--- src/cab_cfg.svh ---
`ifndef CAB_CFG_SVH
`define CAB_CFG_SVH

// Data path and register file
`define CAB_DATA_W        8
`define CAB_REG_CNT       32
`define CAB_REG_AW        5
`define CAB_ALL_ONES      8'hff
`define CAB_ZERO_BYTE     8'h00
`define CAB_HALF_BIT      4

// Program counter and relative offsets
`define CAB_PC_W_DEF      9
`define CAB_OFS_W_DEF     12
`define CAB_PC_CALC_W     16
`define CAB_PC_RESET      16'h0000
`define CAB_PC_STEP       16'h0001
`define CAB_PC_SKIP_ONE   16'h0002
`define CAB_PC_SKIP_TWO   16'h0003

// Status word bit positions
`define CAB_FLG_C         0
`define CAB_FLG_Z         1
`define CAB_FLG_N         2
`define CAB_FLG_V         3
`define CAB_FLG_S         4
`define CAB_FLG_H         5
`define CAB_FLG_T         6
`define CAB_FLG_I         7
`define CAB_STATUS_RESET  8'h00

// Cycle counts
`define CAB_CYC_W         2
`define CAB_CYC_ALU       2'h1
`define CAB_CYC_JUMP      2'h2
`define CAB_CYC_CALL      2'h3
`define CAB_CYC_UNTAKEN   2'h1
`define CAB_CYC_TAKEN     2'h2
`define CAB_CYC_SKIP_LONG 2'h3
`define CAB_CYC_ONE       2'h1

`endif

--- src/cab_pkg.sv ---
package cab_pkg;

    typedef enum logic [4:0] {
        CAB_OP_ADD        = 5'h00,
        CAB_OP_ADC        = 5'h01,
        CAB_OP_SUB        = 5'h02,
        CAB_OP_SBC        = 5'h03,
        CAB_OP_AND        = 5'h04,
        CAB_OP_OR         = 5'h05,
        CAB_OP_EOR        = 5'h06,
        CAB_OP_SETM       = 5'h07,
        CAB_OP_CLRM       = 5'h08,
        CAB_OP_TST        = 5'h09,
        CAB_OP_CP         = 5'h0a,
        CAB_OP_CPC        = 5'h0b,
        CAB_OP_RJMP       = 5'h0c,
        CAB_OP_RELATIVE_SUBROUTINE_ENTRY      = 5'h0d,
        CAB_OP_EQUAL_COMPARE_SKIP       = 5'h0e,
        CAB_OP_SKIP_REG   = 5'h0f,
        CAB_OP_SKIP_IO    = 5'h10,
        CAB_OP_BRANCH     = 5'h11
    } cab_op_t;

    typedef enum logic {
        CAB_COND_FLAG     = 1'b0,
        CAB_COND_SIGNED   = 1'b1
    } cab_cond_t;

    typedef enum logic [1:0] {
        CAB_ST_IDLE       = 2'b00,
        CAB_ST_EXEC       = 2'b01,
        CAB_ST_HOLD       = 2'b10
    } cab_state_t;

    typedef struct packed {
        logic [7:0] res;
        logic       c;
        logic       h;
        logic       v;
    } cab_alu_res_t;

endpackage

--- src/cab_rf_if.sv ---
`timescale 1ns/1ps
interface cab_rf_if #(
    parameter int AW = 5,
    parameter int DW = 8
);
    logic [AW-1:0] rd_addr_a;
    logic [AW-1:0] rd_addr_b;
    logic [DW-1:0] rd_data_a;
    logic [DW-1:0] rd_data_b;
    logic          wr_en;
    logic [AW-1:0] wr_addr;
    logic [DW-1:0] wr_data;

    modport core (output rd_addr_a, rd_addr_b, wr_en, wr_addr, wr_data, input rd_data_a, rd_data_b);
    modport mem  (input rd_addr_a, rd_addr_b, wr_en, wr_addr, wr_data, output rd_data_a, rd_data_b);
endinterface // cab_rf_if

--- src/cab_regfile.sv ---
`timescale 1ns/1ps
`include "cab_cfg.svh"
module cab_regfile import cab_pkg::*; #(
    parameter int DEPTH = `CAB_REG_CNT,
    parameter int AW    = `CAB_REG_AW,
    parameter int DW    = `CAB_DATA_W
) (
    // Clock and reset
    input wire logic ref_clk,
    input wire logic rst_n,
    // Port side
    cab_rf_if.mem    rf
);
    logic [DW-1:0] mem_ff [DEPTH];
    logic [DW-1:0] rd_a_ff;
    logic [DW-1:0] rd_b_ff;

    // Storage itself carries no reset, like working registers
    always_ff @(posedge ref_clk) begin
        if (rf.wr_en) begin
            mem_ff[rf.wr_addr] <= rf.wr_data;
        end
    end

    always_ff @(posedge ref_clk) begin
        if (!rst_n) begin
            rd_a_ff <= '0;
            rd_b_ff <= '0;
        end else begin
            rd_a_ff <= mem_ff[rf.rd_addr_a];
            rd_b_ff <= mem_ff[rf.rd_addr_b];
        end
    end

    assign rf.rd_data_a = rd_a_ff;
    assign rf.rd_data_b = rd_b_ff;
endmodule // cab_regfile

--- src/cab_exec.sv ---
`timescale 1ns/1ps
`include "cab_cfg.svh"
// How it works
// - Add registers, optional carry, six flags, one cycle
// - Subtract register or constant, optional carry, six flags
// - AND/OR/XOR store result, Z N V S only
// - Set-mask ORs, clear-mask ANDs inverted mask
// - Zero-or-minus check ANDs register with itself
// - Relative call: pc+k+1, push return, three cycles
// - Equal-compare skip, one to three cycles, no flags
// - Compares update six flags, write nothing
// - Skip on working register bit low or high
// - Skip on I/O bit low or high
// - Generic flag branch, pc+k+1, one/two cycles
// - Carry, zero, negative branches use plain flag tests
// - Signed branches test N xor V
// - Half-carry branches on H set or clear
// - Transfer-flag branches on T set or clear
// - Overflow branches on V set or clear
// - Interrupt-state branches on I set or clear
module cab_exec import cab_pkg::*; #(
    parameter int PC_W  = `CAB_PC_W_DEF,
    parameter int OFS_W = `CAB_OFS_W_DEF
) (
    // Clock and reset
    input  wire logic                 ref_clk,
    input  wire logic                 rst_n,
    // Instruction request
    input  wire logic                 req_valid,
    input  cab_op_t                   req_op,
    input  wire logic                 req_use_imm,
    input  wire logic [4:0]           req_dst,
    input  wire logic [4:0]           req_src,
    input  wire logic [7:0]           req_imm,
    input  wire logic [2:0]           req_bit,
    input  wire logic                 req_want_set,
    input  cab_cond_t                 req_cond,
    input  wire logic [OFS_W-1:0]     req_offset,
    input  wire logic                 req_io_bit,
    input  wire logic                 req_next_two_word,
    // Working register preload
    input  wire logic                 load_en,
    input  wire logic [4:0]           load_addr,
    input  wire logic [7:0]           load_data,
    // Status and program counter preload
    input  wire logic                 flags_load,
    input  wire logic [7:0]           flags_in,
    input  wire logic                 pc_load,
    input  wire logic [PC_W-1:0]      pc_in,
    // Execution results
    output logic                      busy_ff,
    output logic                      done_ff,
    output logic [PC_W-1:0]           pc_ff,
    output logic [7:0]                status_ff,
    output logic [7:0]                result_ff,
    output logic                      push_ff,
    output logic [PC_W-1:0]           push_addr_ff,
    output logic [`CAB_CYC_W-1:0]     cycles_ff
);

    function automatic cab_alu_res_t alu_add(input logic [7:0] a, input logic [7:0] b, input logic cin);
        logic [8:0] sum;
        logic [4:0] low;
        cab_alu_res_t r;
        sum   = {1'b0, a} + {1'b0, b} + {8'h00, cin};
        low   = {1'b0, a[3:0]} + {1'b0, b[3:0]} + {4'h0, cin};
        r.res = sum[7:0];
        r.c   = sum[8];
        r.h   = low[`CAB_HALF_BIT];
        r.v   = (a[7] & b[7] & ~sum[7]) | (~a[7] & ~b[7] & sum[7]);
        return r;
    endfunction

    // Carry and half carry here are borrows
    function automatic cab_alu_res_t alu_sub(input logic [7:0] a, input logic [7:0] b, input logic cin);
        logic [8:0] dif;
        logic [4:0] low;
        cab_alu_res_t r;
        dif   = {1'b0, a} - {1'b0, b} - {8'h00, cin};
        low   = {1'b0, a[3:0]} - {1'b0, b[3:0]} - {4'h0, cin};
        r.res = dif[7:0];
        r.c   = dif[8];
        r.h   = low[`CAB_HALF_BIT];
        r.v   = (a[7] & ~b[7] & ~dif[7]) | (~a[7] & b[7] & dif[7]);
        return r;
    endfunction

    function automatic logic [`CAB_PC_CALC_W-1:0] sext_ofs(input logic [OFS_W-1:0] ofs);
        return `CAB_PC_CALC_W'(signed'(ofs));
    endfunction

    // Logic ops clear V; S always follows N xor V
    function automatic logic [7:0] upd_flags(input logic [7:0] old, input cab_alu_res_t r,
                                             input logic arith, input logic keep_z);
        logic [7:0] f;
        f = old;
        f[`CAB_FLG_Z] = (r.res == `CAB_ZERO_BYTE) & (~keep_z | old[`CAB_FLG_Z]);
        f[`CAB_FLG_N] = r.res[7];
        f[`CAB_FLG_V] = arith & r.v;
        f[`CAB_FLG_S] = r.res[7] ^ (arith & r.v);
        if (arith) begin
            f[`CAB_FLG_C] = r.c;
            f[`CAB_FLG_H] = r.h;
        end
        return f;
    endfunction

    cab_rf_if #(.AW(`CAB_REG_AW), .DW(`CAB_DATA_W)) rf ();

    cab_regfile #(
        .DEPTH (`CAB_REG_CNT),
        .AW    (`CAB_REG_AW),
        .DW    (`CAB_DATA_W)
    ) u_regs (
        .ref_clk (ref_clk),
        .rst_n   (rst_n),
        .rf      (rf)
    );

    // Latched request
    cab_state_t            state_ff;
    cab_op_t               op_ff;
    cab_cond_t             cond_ff;
    logic                  use_imm_ff;
    logic [4:0]            dst_ff;
    logic [7:0]            imm_ff;
    logic [2:0]            bit_ff;
    logic                  want_set_ff;
    logic [OFS_W-1:0]      ofs_ff;
    logic                  io_bit_ff;
    logic                  two_word_ff;
    logic [`CAB_CYC_W-1:0] rem_ff;

    // Register preload has priority; a request waits while load_en is asserted
    wire                   start     = (state_ff == CAB_ST_IDLE) && req_valid && !load_en;
    wire                   in_exec   = (state_ff == CAB_ST_EXEC);

    // Read data lag one cycle, so addresses come straight from the request
    assign rf.rd_addr_a = req_dst;
    assign rf.rd_addr_b = req_src;

    wire [7:0] opa = rf.rd_data_a;
    wire [7:0] opb = use_imm_ff ? imm_ff : rf.rd_data_b;

    // Operation classes
    wire is_add    = (op_ff == CAB_OP_ADD) || (op_ff == CAB_OP_ADC);
    wire is_sub    = (op_ff == CAB_OP_SUB) || (op_ff == CAB_OP_SBC);
    wire is_cmp    = (op_ff == CAB_OP_CP)  || (op_ff == CAB_OP_CPC);
    wire is_logic  = (op_ff == CAB_OP_AND) || (op_ff == CAB_OP_OR) || (op_ff == CAB_OP_EOR) ||
                     (op_ff == CAB_OP_SETM) || (op_ff == CAB_OP_CLRM) || (op_ff == CAB_OP_TST);
    wire is_skip   = (op_ff == CAB_OP_EQUAL_COMPARE_SKIP) || (op_ff == CAB_OP_SKIP_REG) || (op_ff == CAB_OP_SKIP_IO);
    wire is_branch = (op_ff == CAB_OP_BRANCH);
    wire is_rel    = (op_ff == CAB_OP_RJMP) || (op_ff == CAB_OP_RELATIVE_SUBROUTINE_ENTRY);

    wire old_c     = status_ff[`CAB_FLG_C];
    wire add_cin   = (op_ff == CAB_OP_ADC) & old_c;
    wire sub_cin   = ((op_ff == CAB_OP_SBC) || (op_ff == CAB_OP_CPC)) & old_c;

    cab_alu_res_t add_r;
    cab_alu_res_t sub_r;
    cab_alu_res_t log_r;

    assign add_r = alu_add(opa, opb, add_cin);
    assign sub_r = alu_sub(opa, opb, sub_cin);

    wire [7:0] and_v  = opa & opb;
    wire [7:0] or_v   = opa | opb;
    wire [7:0] xor_v  = opa ^ rf.rd_data_b;
    wire [7:0] setm_v = opa | imm_ff;
    wire [7:0] clrm_v = opa & (`CAB_ALL_ONES - imm_ff);
    wire [7:0] tst_v  = opa & opa;

    wire [7:0] logic_v = (op_ff == CAB_OP_AND)  ? and_v  :
                         (op_ff == CAB_OP_OR)   ? or_v   :
                         (op_ff == CAB_OP_EOR)  ? xor_v  :
                         (op_ff == CAB_OP_SETM) ? setm_v :
                         (op_ff == CAB_OP_CLRM) ? clrm_v : tst_v;

    assign log_r = '{res: logic_v, c: 1'b0, h: 1'b0, v: 1'b0};

    // Compares write nothing
    wire       wr_result = is_add || is_sub || is_logic;
    wire [7:0] alu_res   = is_add ? add_r.res : (is_sub || is_cmp) ? sub_r.res : logic_v;

    // SBC and CPC keep Z only if already set, so multi-byte chains test whole words
    wire       sub_keep_z  = (op_ff == CAB_OP_SBC) || (op_ff == CAB_OP_CPC);
    wire [7:0] arith_flags = upd_flags(status_ff, is_add ? add_r : sub_r, 1'b1, sub_keep_z);
    wire [7:0] logic_flags = upd_flags(status_ff, log_r, 1'b0, 1'b0);

    // Jumps, skips and branches leave the status word alone
    wire [7:0] exec_flags = (is_add || is_sub || is_cmp) ? arith_flags :
                            is_logic                     ? logic_flags : status_ff;

    // Skip conditions
    wire regs_equal  = (opa == rf.rd_data_b);
    wire reg_bit     = opa[bit_ff];
    wire skip_bit    = (op_ff == CAB_OP_SKIP_REG) ? reg_bit : io_bit_ff;
    wire skip_taken  = (op_ff == CAB_OP_EQUAL_COMPARE_SKIP) ? regs_equal : (skip_bit == want_set_ff);

    // Branch condition: any status bit, or the signed relation N xor V
    wire flag_bit    = status_ff[bit_ff];
    wire signed_lt   = status_ff[`CAB_FLG_N] ^ status_ff[`CAB_FLG_V];
    wire cond_val    = (cond_ff == CAB_COND_SIGNED) ? signed_lt : flag_bit;
    // H, T, V and I branches are the generic test on their bit position
    wire br_taken    = (cond_val == want_set_ff);

    // Program counter arithmetic
    wire [`CAB_PC_CALC_W-1:0] pc_wide  = `CAB_PC_CALC_W'(pc_ff);
    wire [`CAB_PC_CALC_W-1:0] pc_rel   = pc_wide + sext_ofs(ofs_ff) + `CAB_PC_STEP;
    wire [`CAB_PC_CALC_W-1:0] pc_next  = pc_wide + `CAB_PC_STEP;
    wire [`CAB_PC_CALC_W-1:0] pc_skip  = pc_wide + (two_word_ff ? `CAB_PC_SKIP_TWO
                                                                : `CAB_PC_SKIP_ONE);

    wire [`CAB_PC_CALC_W-1:0] pc_exec  = is_rel                    ? pc_rel  :
                                         (is_branch && br_taken)   ? pc_rel  :
                                         (is_skip && skip_taken)   ? pc_skip : pc_next;

    // Cycle cost of the instruction in execution
    wire [`CAB_CYC_W-1:0] skip_cyc = !skip_taken ? `CAB_CYC_UNTAKEN :
                                     two_word_ff ? `CAB_CYC_SKIP_LONG : `CAB_CYC_TAKEN;
    wire [`CAB_CYC_W-1:0] exec_cyc = (op_ff == CAB_OP_RELATIVE_SUBROUTINE_ENTRY) ? `CAB_CYC_CALL :
                                     (op_ff == CAB_OP_RJMP)  ? `CAB_CYC_JUMP :
                                     is_skip                 ? skip_cyc      :
                                     is_branch ? (br_taken ? `CAB_CYC_TAKEN
                                                           : `CAB_CYC_UNTAKEN) :
                                     `CAB_CYC_ALU;

    // Register file write: preload while idle, result at the execute edge
    assign rf.wr_en   = in_exec ? wr_result : ((state_ff == CAB_ST_IDLE) && load_en);
    assign rf.wr_addr = in_exec ? dst_ff : load_addr;
    assign rf.wr_data = in_exec ? alu_res : load_data;

    // Sequencer
    cab_state_t            nxt_state;
    logic [`CAB_CYC_W-1:0] nxt_rem;

    always_comb begin
        nxt_state = state_ff;
        nxt_rem   = rem_ff;
        case (state_ff)
            CAB_ST_IDLE: begin
                if (start) begin
                    nxt_state = CAB_ST_EXEC;
                end
            end
            CAB_ST_EXEC: begin
                nxt_rem   = exec_cyc - `CAB_CYC_ONE;
                nxt_state = (exec_cyc == `CAB_CYC_ONE) ? CAB_ST_IDLE : CAB_ST_HOLD;
            end
            CAB_ST_HOLD: begin
                nxt_rem = rem_ff - `CAB_CYC_ONE;
                if (rem_ff == `CAB_CYC_ONE) begin
                    nxt_state = CAB_ST_IDLE;
                end
            end
            default: begin
                nxt_state = CAB_ST_IDLE;
            end
        endcase
    end

    wire finishing = (in_exec && (exec_cyc == `CAB_CYC_ONE)) ||
                     ((state_ff == CAB_ST_HOLD) && (rem_ff == `CAB_CYC_ONE));

    always_ff @(posedge ref_clk) begin
        if (!rst_n) begin
            state_ff <= CAB_ST_IDLE;
            rem_ff   <= '0;
            busy_ff  <= 1'b0;
            done_ff  <= 1'b0;
        end else begin
            state_ff <= nxt_state;
            rem_ff   <= nxt_rem;
            busy_ff  <= (nxt_state != CAB_ST_IDLE);
            done_ff  <= finishing;
        end
    end

    // Request fields are captured once, so the requester may change them while busy
    always_ff @(posedge ref_clk) begin
        if (!rst_n) begin
            op_ff       <= CAB_OP_ADD;
            cond_ff     <= CAB_COND_FLAG;
            use_imm_ff  <= 1'b0;
            dst_ff      <= '0;
            imm_ff      <= '0;
            bit_ff      <= '0;
            want_set_ff <= 1'b0;
            ofs_ff      <= '0;
            io_bit_ff   <= 1'b0;
            two_word_ff <= 1'b0;
        end else if (start) begin
            op_ff       <= req_op;
            cond_ff     <= req_cond;
            use_imm_ff  <= req_use_imm;
            dst_ff      <= req_dst;
            imm_ff      <= req_imm;
            bit_ff      <= req_bit;
            want_set_ff <= req_want_set;
            ofs_ff      <= req_offset;
            io_bit_ff   <= req_io_bit;
            two_word_ff <= req_next_two_word;
        end
    end

    // Architectural state; preloads only act while idle
    always_ff @(posedge ref_clk) begin
        if (!rst_n) begin
            pc_ff     <= PC_W'(`CAB_PC_RESET);
            status_ff <= `CAB_STATUS_RESET;
        end else if (in_exec) begin
            pc_ff     <= PC_W'(pc_exec);
            status_ff <= exec_flags;
        end else if (state_ff == CAB_ST_IDLE) begin
            if (pc_load) begin
                pc_ff <= pc_in;
            end
            if (flags_load) begin
                status_ff <= flags_in;
            end
        end
    end

    // Result, return-address push and cycle report
    always_ff @(posedge ref_clk) begin
        if (!rst_n) begin
            result_ff    <= '0;
            push_ff      <= 1'b0;
            push_addr_ff <= '0;
            cycles_ff    <= '0;
        end else begin
            push_ff <= in_exec && (op_ff == CAB_OP_RELATIVE_SUBROUTINE_ENTRY);
            if (in_exec) begin
                result_ff    <= alu_res;
                push_addr_ff <= PC_W'(pc_next);
                cycles_ff    <= exec_cyc;
            end
        end
    end

endmodule // cab_exec

--- config.mk ---
export PLATFORM = sky130hd
export DESIGN_NAME = cab_exec
export DESIGN_NICKNAME = d
export VERILOG_FILES = /design/src/cab_pkg.sv /design/src/cab_rf_if.sv /design/src/cab_regfile.sv /design/src/cab_exec.sv
export VERILOG_INCLUDE_DIRS = /design/src /design/src/src
export SDC_FILE = /design/constraint.sdc
export NUM_CORES = 1
export LEC_CHECK = 0
export BUFFER_PORTS_ARGS = -buffer_cell sky130_fd_sc_hd__buf_2
export CORE_UTILIZATION = 25
export DETAILED_ROUTE_END_ITERATION = 7
export GPL_TIMING_DRIVEN = 0
export HOLD_SLACK_MARGIN = 0.05
export SETUP_SLACK_MARGIN = 0.05
export SYNTH_ARGS = -nofsm -noshare
export SYNTH_HDL_FRONTEND = slang
export SYNTH_HIERARCHICAL = 1
export SYNTH_SLANG_ARGS = --single-unit
--- constraint.sdc ---
create_clock -name ref_clk -period 13 [get_ports ref_clk]
set_clock_uncertainty 0.1 [all_clocks]
set_input_delay 1.3 -clock ref_clk [delete_from_list [all_inputs] [get_ports ref_clk]]
set_output_delay 1.3 -clock ref_clk [all_outputs]
set_load 0.03 [all_outputs]
# After elaboration in Yosys (flattened, before gate mapping)
# Memories as Yosys holds them, arrays and structs flattened. A register that Yosys moved wholly into a read port is not among the register bits.
# Cells that the tools add are included.
# word_totals
inputBits	79
register_bits	78
word_cells	179
memories	1
mem_bits_rw	256
# memory_table
memory	depth	width	rd	rd_clocked_by_memory_dff	wr	line_no	source
u_regs.mem_ff	32	8	2	2	1	cab_regfile.sv:14	logic [DW-1:0] mem_ff [DEPTH];
# classes
addsub	15
n_bitwise	28
n_mux	45
reduce_logical	41
n_eq_ne	26
magnitude_cmp	1
# ops
cell	n
two-way mux 8 bit	12
two-way mux 9 bit	6
equality test 5 x 4 -> 1 bit (second input constant)	8
bitwise AND 8 bit	3
equality test 5 x 3 -> 1 bit (second input constant)	4
two-way mux 2 bit	9
logical OR 1 bit	17
zero test 8 bit	2
bitwise OR 8 bit	2
bitwise AND 1 bit	11
two-way mux 11 bit	1
equality test 5 x 2 -> 1 bit (second input constant)	2
equality test 5 bit (second input constant)	2
two-way mux 1 bit	10
two-way mux 5 bit	2
nonzero test 2 bit	5
adder 8 x 8 -> 9 bit	1
adder 9 x 1 -> 9 bit	1
adder 9 x 1 -> 9 bit (second input constant)	1
adder 9 x 2 -> 9 bit	1
adder 9 x 2 -> 9 bit (second input constant)	1
adder 9 bit	1
AND reduction 3 bit	3
subtractor 8 x 8 -> 9 bit	1
28 further kinds	50

# Depth between registers and ports, before layout
# depth
word_depth	13
depth_mapped	16

# Modules after synthesis
# Netlist, hierarchy kept.
# modules_own_cells
mod	instances	cells_per_inst	area_per_inst_um2
cab_regfile	1	612	12673.4
cab_exec	1	760	5998.3

# Worst setup path after synthesis
# OpenSTA, ideal clock, no wires.
# synth_timing
path_type	register -> register
from	register op_ff[4]
to	memory u_regs.mem_ff[0][5], data pin
path_stages_with_launch	13
path_buffers	2
setup_time_ps	351
path_slack_ps	8643
t_arrival_ps	3906
cell_sequence	dfxtp_1 > clkbuf_8 > clkbuf_8 > nor3b_1 > nand3_1 > fa_1 > ha_1 > o21ai_0 > a311oi_1 > xor2_1 > nor2_1 > o311a_1 > nor2_1
# synth_via
elab_chain_cells	9
word_cells_on_any_way	28
cone_classes	add/sub: 2; eq/ne: 10; mux: 8; bitwise: 2; reduce/logical: 6
# synth_lines
item	line_no	source
start: declaration	cab_exec.sv:122	cab_op_t op_ff;
start signal: assignment	cab_exec.sv:293	op_ff <= req_op;
parallel branches: the longest is 7 deep, another holds subtractor 9 x 1 -> 9 bit	-	
two-way mux 8 bit (*)	cab_exec.sv:183	wire [7:0] alu_res = is_add ? add_r.res : (is_sub || is_cmp) ? sub_r.res : logic_v;
two-way mux 8 bit (*)	cab_exec.sv:231	assign rf.wr_data = in_exec ? alu_res : load_data;
via rf.wr_data[5]	cab_rf_if.sv:12	logic [DW-1:0] wr_data;
end: declaration	cab_regfile.sv:14	
# Mark *: on every way through the listed nets, which the timed path passes.

# Worst setup path in the final report
# layout_timing
from	register op_ff[1]
to	memory u_regs.mem_ff[11][6], data pin
# Same word-level chain as after synthesis.

==> out/metrics.cfg <==
[clock_tree]
cts_tree=built
clk_pin_slew_ns=0.06
cts.htree.levels=2
cts.sinks=350
ctsRootBufferMaster=clkbuf_16
cts_inserted_buffers=39
cts_resized=0
insertion_delay_ns=0.57
cts_buffer_depth=3
postCtsSetupBuffers=0
hold_buffers=0

[worst_setup_path]
setup.worst_path.end_class=flop
r2r_cells=13
reg2reg_from=op_ff[1]$_SDFFE_PN0P_
cp_max_fo=32
required_ns=13.09
cp.arrival_ns=6.14
reg2reg_slack_ns=6.95
worstSetupPathType=reg -> reg
reg2reg_to=u_regs/mem_ff[11][6]$_DFFE_PP_
critPathLaunchType=flop

[synth]
avgSynthCellArea_um2=13.6
yosys.area_share.adder_pct=3.75
ys_seq_area_share_pct=51.2
synth_top_area_share_pct=41.2
synth-xor-area-share_pct=1.83
synth_mux_area_share_pct=22.1
syn_area_um2=18700
yosysMostFrequentCell=edfxtp_1
synthFlopType=edfxtp_1
yosysTopAreaCell=edfxtp_1
synthArstFlopShare_pct=0
synth-compound-area-share_pct=8.55
yosysWarnings=6
synth_edf_count=256
synthesis.instances=1372
synth.top_cells.by_count=edfxtp_1, nand2_1, nor2_1
synth_cell_types=77
synth_top_family_by_area=multiplexers
yosys.area_share.simple_pct=8.53
synth_area_leaders=edfxtp_1, dfxtp_1, mux4_2
synth_seq_cells=350
synth_nets=1504

[grt]
grt_first_pass_wirelength_um=84600
antenna_found_initial=4
grt_remaining_overflow=0
grt_max_degree=33
grt_pass1_vias=13100
grt.total_usage_pct=15.1

[pwr]
p_per_area_nw_per_um2=130
p_switching_w=0.000784
pwr-share-seq_pct=45.4
leakage_nw=7.58
power.share.combinational_pct=16.8
sw_frac_of_total_pct=27.8
clockPowerShare_pct=37.8
ir_worst_vdd_uv=71.5
p_int_w=0.00203

[cells_and_area]
final.fill_count=7318
fin_nets=1659
seq_area_um2=9570
synthToLayoutAreaGrowth_pct=16.4
final_cells=2517
final_core_util_pct=29.6
multi_input_area_um2=8390
drive_gt1_share_pct=24.2

[routing]
drc=0
vias_per_cell=5.17
wl_per_cell_um=23.0
drt_iter0_drc=1172
drt_wl_total_um=57900
vias=13000
detail_route.first_pass.iterations=6
drtAntennaViolNets=0

[sta]
finalCritPeriodShare_pct=46.5
min_period_ns=6.05
totalNegativeSetupSlack_ns=0
hold_viol=0
tightest_slew_ns=1.42
setup_viol=0
fmax_mhz=165
rsz0062_at_grt=no
slew_viol_final=0
slew_headroom_pct=4.59

[placement]
dp_cells=2445
gp_congestion=0.955
hpwlAfterDp_um=42600
port_buffers=110

[hold_path]
min_to=dst_ff[3]$_SDFFE_PN0P_
worstHoldPathCells=2
hold_path_startpoint=dst_ff[3]$_SDFFE_PN0P_
min_path_type=reg -> reg

[floorplan]
dieArea_um2=75800
coreArea_um2=73500
start_util_pct=25.4
die_w_um=275
rows=99
chipHeight_um=275
io_pins=118

[outcome]
status=completed

[run]
maxCapViolations=0

-- cell type report --
cell class / instances / area share [%]
Clock inverter: 23 / 0.840
Inverter: 46 / 0.794
Multi-Input combinational cell: 887 / 38.6
Sequential cell: 350 / 44.0
Buffer: 89 / 2.62
Timing Repair Buffer: 114 / 2.83
Tap cell: 959 / 5.52
Clock buffer: 47 / 4.73
Antenna cell: 2 / 0.0230
-- flip-flops by register name, summed over array words and instances (netlist names), 2 cells and up --
| signal | count |
|---|---|
| cycles_ff | 2 |
| result_ff | 8 |
| rem_ff | 2 |
| status_ff | 8 |
| bit_ff | 3 |
| imm_ff | 8 |
| u_regs/rf.rd_data_b | 8 |
| dst_ff | 5 |
| op_ff | 5 |
| state_ff | 2 |
| u_regs/mem_ff | 256 |
| u_regs/rf.rd_data_a | 8 |
| ofs_ff | 9 |
| push_addr_ff | 9 |
| pc_ff | 9 |
-- power groups by stage --
stage                     clock [W]  sequential (W)  combinational, W
after floorplan                   0         0.00131          0.000288
after global placement            0         0.00130          0.000455
after detailed placement          0         0.00130          0.000468
after CTS                   0.00109         0.00128          0.000470
after global routing        0.00113         0.00128          0.000508
final                       0.00106         0.00128          0.000473
-- layout by cell type, fill, tap and decap left out, types with 6 or more instances in the layout --
cell type / n
xnor2_1: 19
clkinv_1: 9
o21ai_0: 40
nor3_1: 12
xor2_1: 20
buf_2: 124
buf_6: 12
clkbuf_16: 40
and3_1: 7
a31oi_1: 23
dfxtp_1: 94
a211oi_1: 15
or2_2: 14
mux4_2: 81
o211ai_1: 9
a22oi_1: 16
nor2b_1: 8
mux2_2: 49
nand2_1: 107
clkbuf_1: 52
nor3b_1: 8
mux4_1: 48
mux2i_1: 39
inv_1: 45
clkinv_2: 6
or3_1: 8
nand3_1: 21
nand2b_1: 6
nor2_1: 95
o221ai_1: 19
a21oi_1: 67
ha_1: 48
nand3b_1: 13
edfxtp_1: 256
-- cell families after synthesis --
kind of cell / after synthesis
AO/OA/AOI/OAI: 242
XOR/XNOR: 39
adder cells (fa/ha/maj): 53
buffers and inverters: 135
flip-flops: 350
multiplexers: 221
AND/OR/NAND/NOR: 332
-- routing by layer --
layer | global-route usage, % | wire length, um | vias to the layer above
li1 | - | - | 5704
met1 | 19.4 | 24300 | 6561
met2 | 24.6 | 26900 | 623
met3 | 3.19 | 4650 | 122
met4 | 6.05 | 2110 | 6
met5 | 0 | 41 | -
-- worst max-delay path: stages, from the launching register on --
cell	delay [ns]
dfxtp_1	0.47
clkbuf_8	0.23
nor3b_1	0.87
nand3_1	0.22
fa_1	0.46
fa_1	0.42
o21a_1	0.22
o21ai_0	0.14
nand2b_1	0.10
a21o_1	0.22
xor2_1	0.20
nor2_1	0.08
o311ai_0	0.87
o21a_1	1.02
-- per-stage QoR --
| stage | hold slack [ns] | power [W] | setup slack (ns) | area (um^2) |
|---|---|---|---|---|
| after floorplan | 0.333 | 0.00160 | 8.64 | 18700 |
| after global placement | 0.341 | 0.00176 | 6.51 | 20400 |
| final | 0.356 | 0.00282 | 6.95 | 21700 |
| after global routing | 0.379 | 0.00292 | 6.56 | 21700 |
| after CTS | 0.358 | 0.00284 | 6.77 | 21700 |
| after detailed placement | 0.350 | 0.00177 | 6.77 | 20500 |
-- worst max-delay path by stage --
stage / startpoint / cells after the start / to / slack (ns)
6_report: op_ff[1]$_SDFFE_PN0P_ / 13 / u_regs/mem_ff[11][6]$_DFFE_PP_ / 6.95
5_1_grt: op_ff[1]$_SDFFE_PN0P_ / 13 / u_regs/mem_ff[5][6]$_DFFE_PP_ / 6.56
4_1_cts: op_ff[1]$_SDFFE_PN0P_ / 11 / u_regs/mem_ff[26][4]$_DFFE_PP_ / 6.77
3_5_place_dp: op_ff[1]$_SDFFE_PN0P_ / 11 / u_regs/mem_ff[2][4]$_DFFE_PP_ / 6.77
3_3_place_gp: op_ff[1]$_SDFFE_PN0P_ / 12 / u_regs/mem_ff[14][7]$_DFFE_PP_ / 6.51
2_1_floorplan: op_ff[4]$_SDFFE_PN0P_ / 12 / u_regs/mem_ff[0][5]$_DFFE_PP_ / 8.64
No activity file was read; power rests on OpenSTA's default activity.
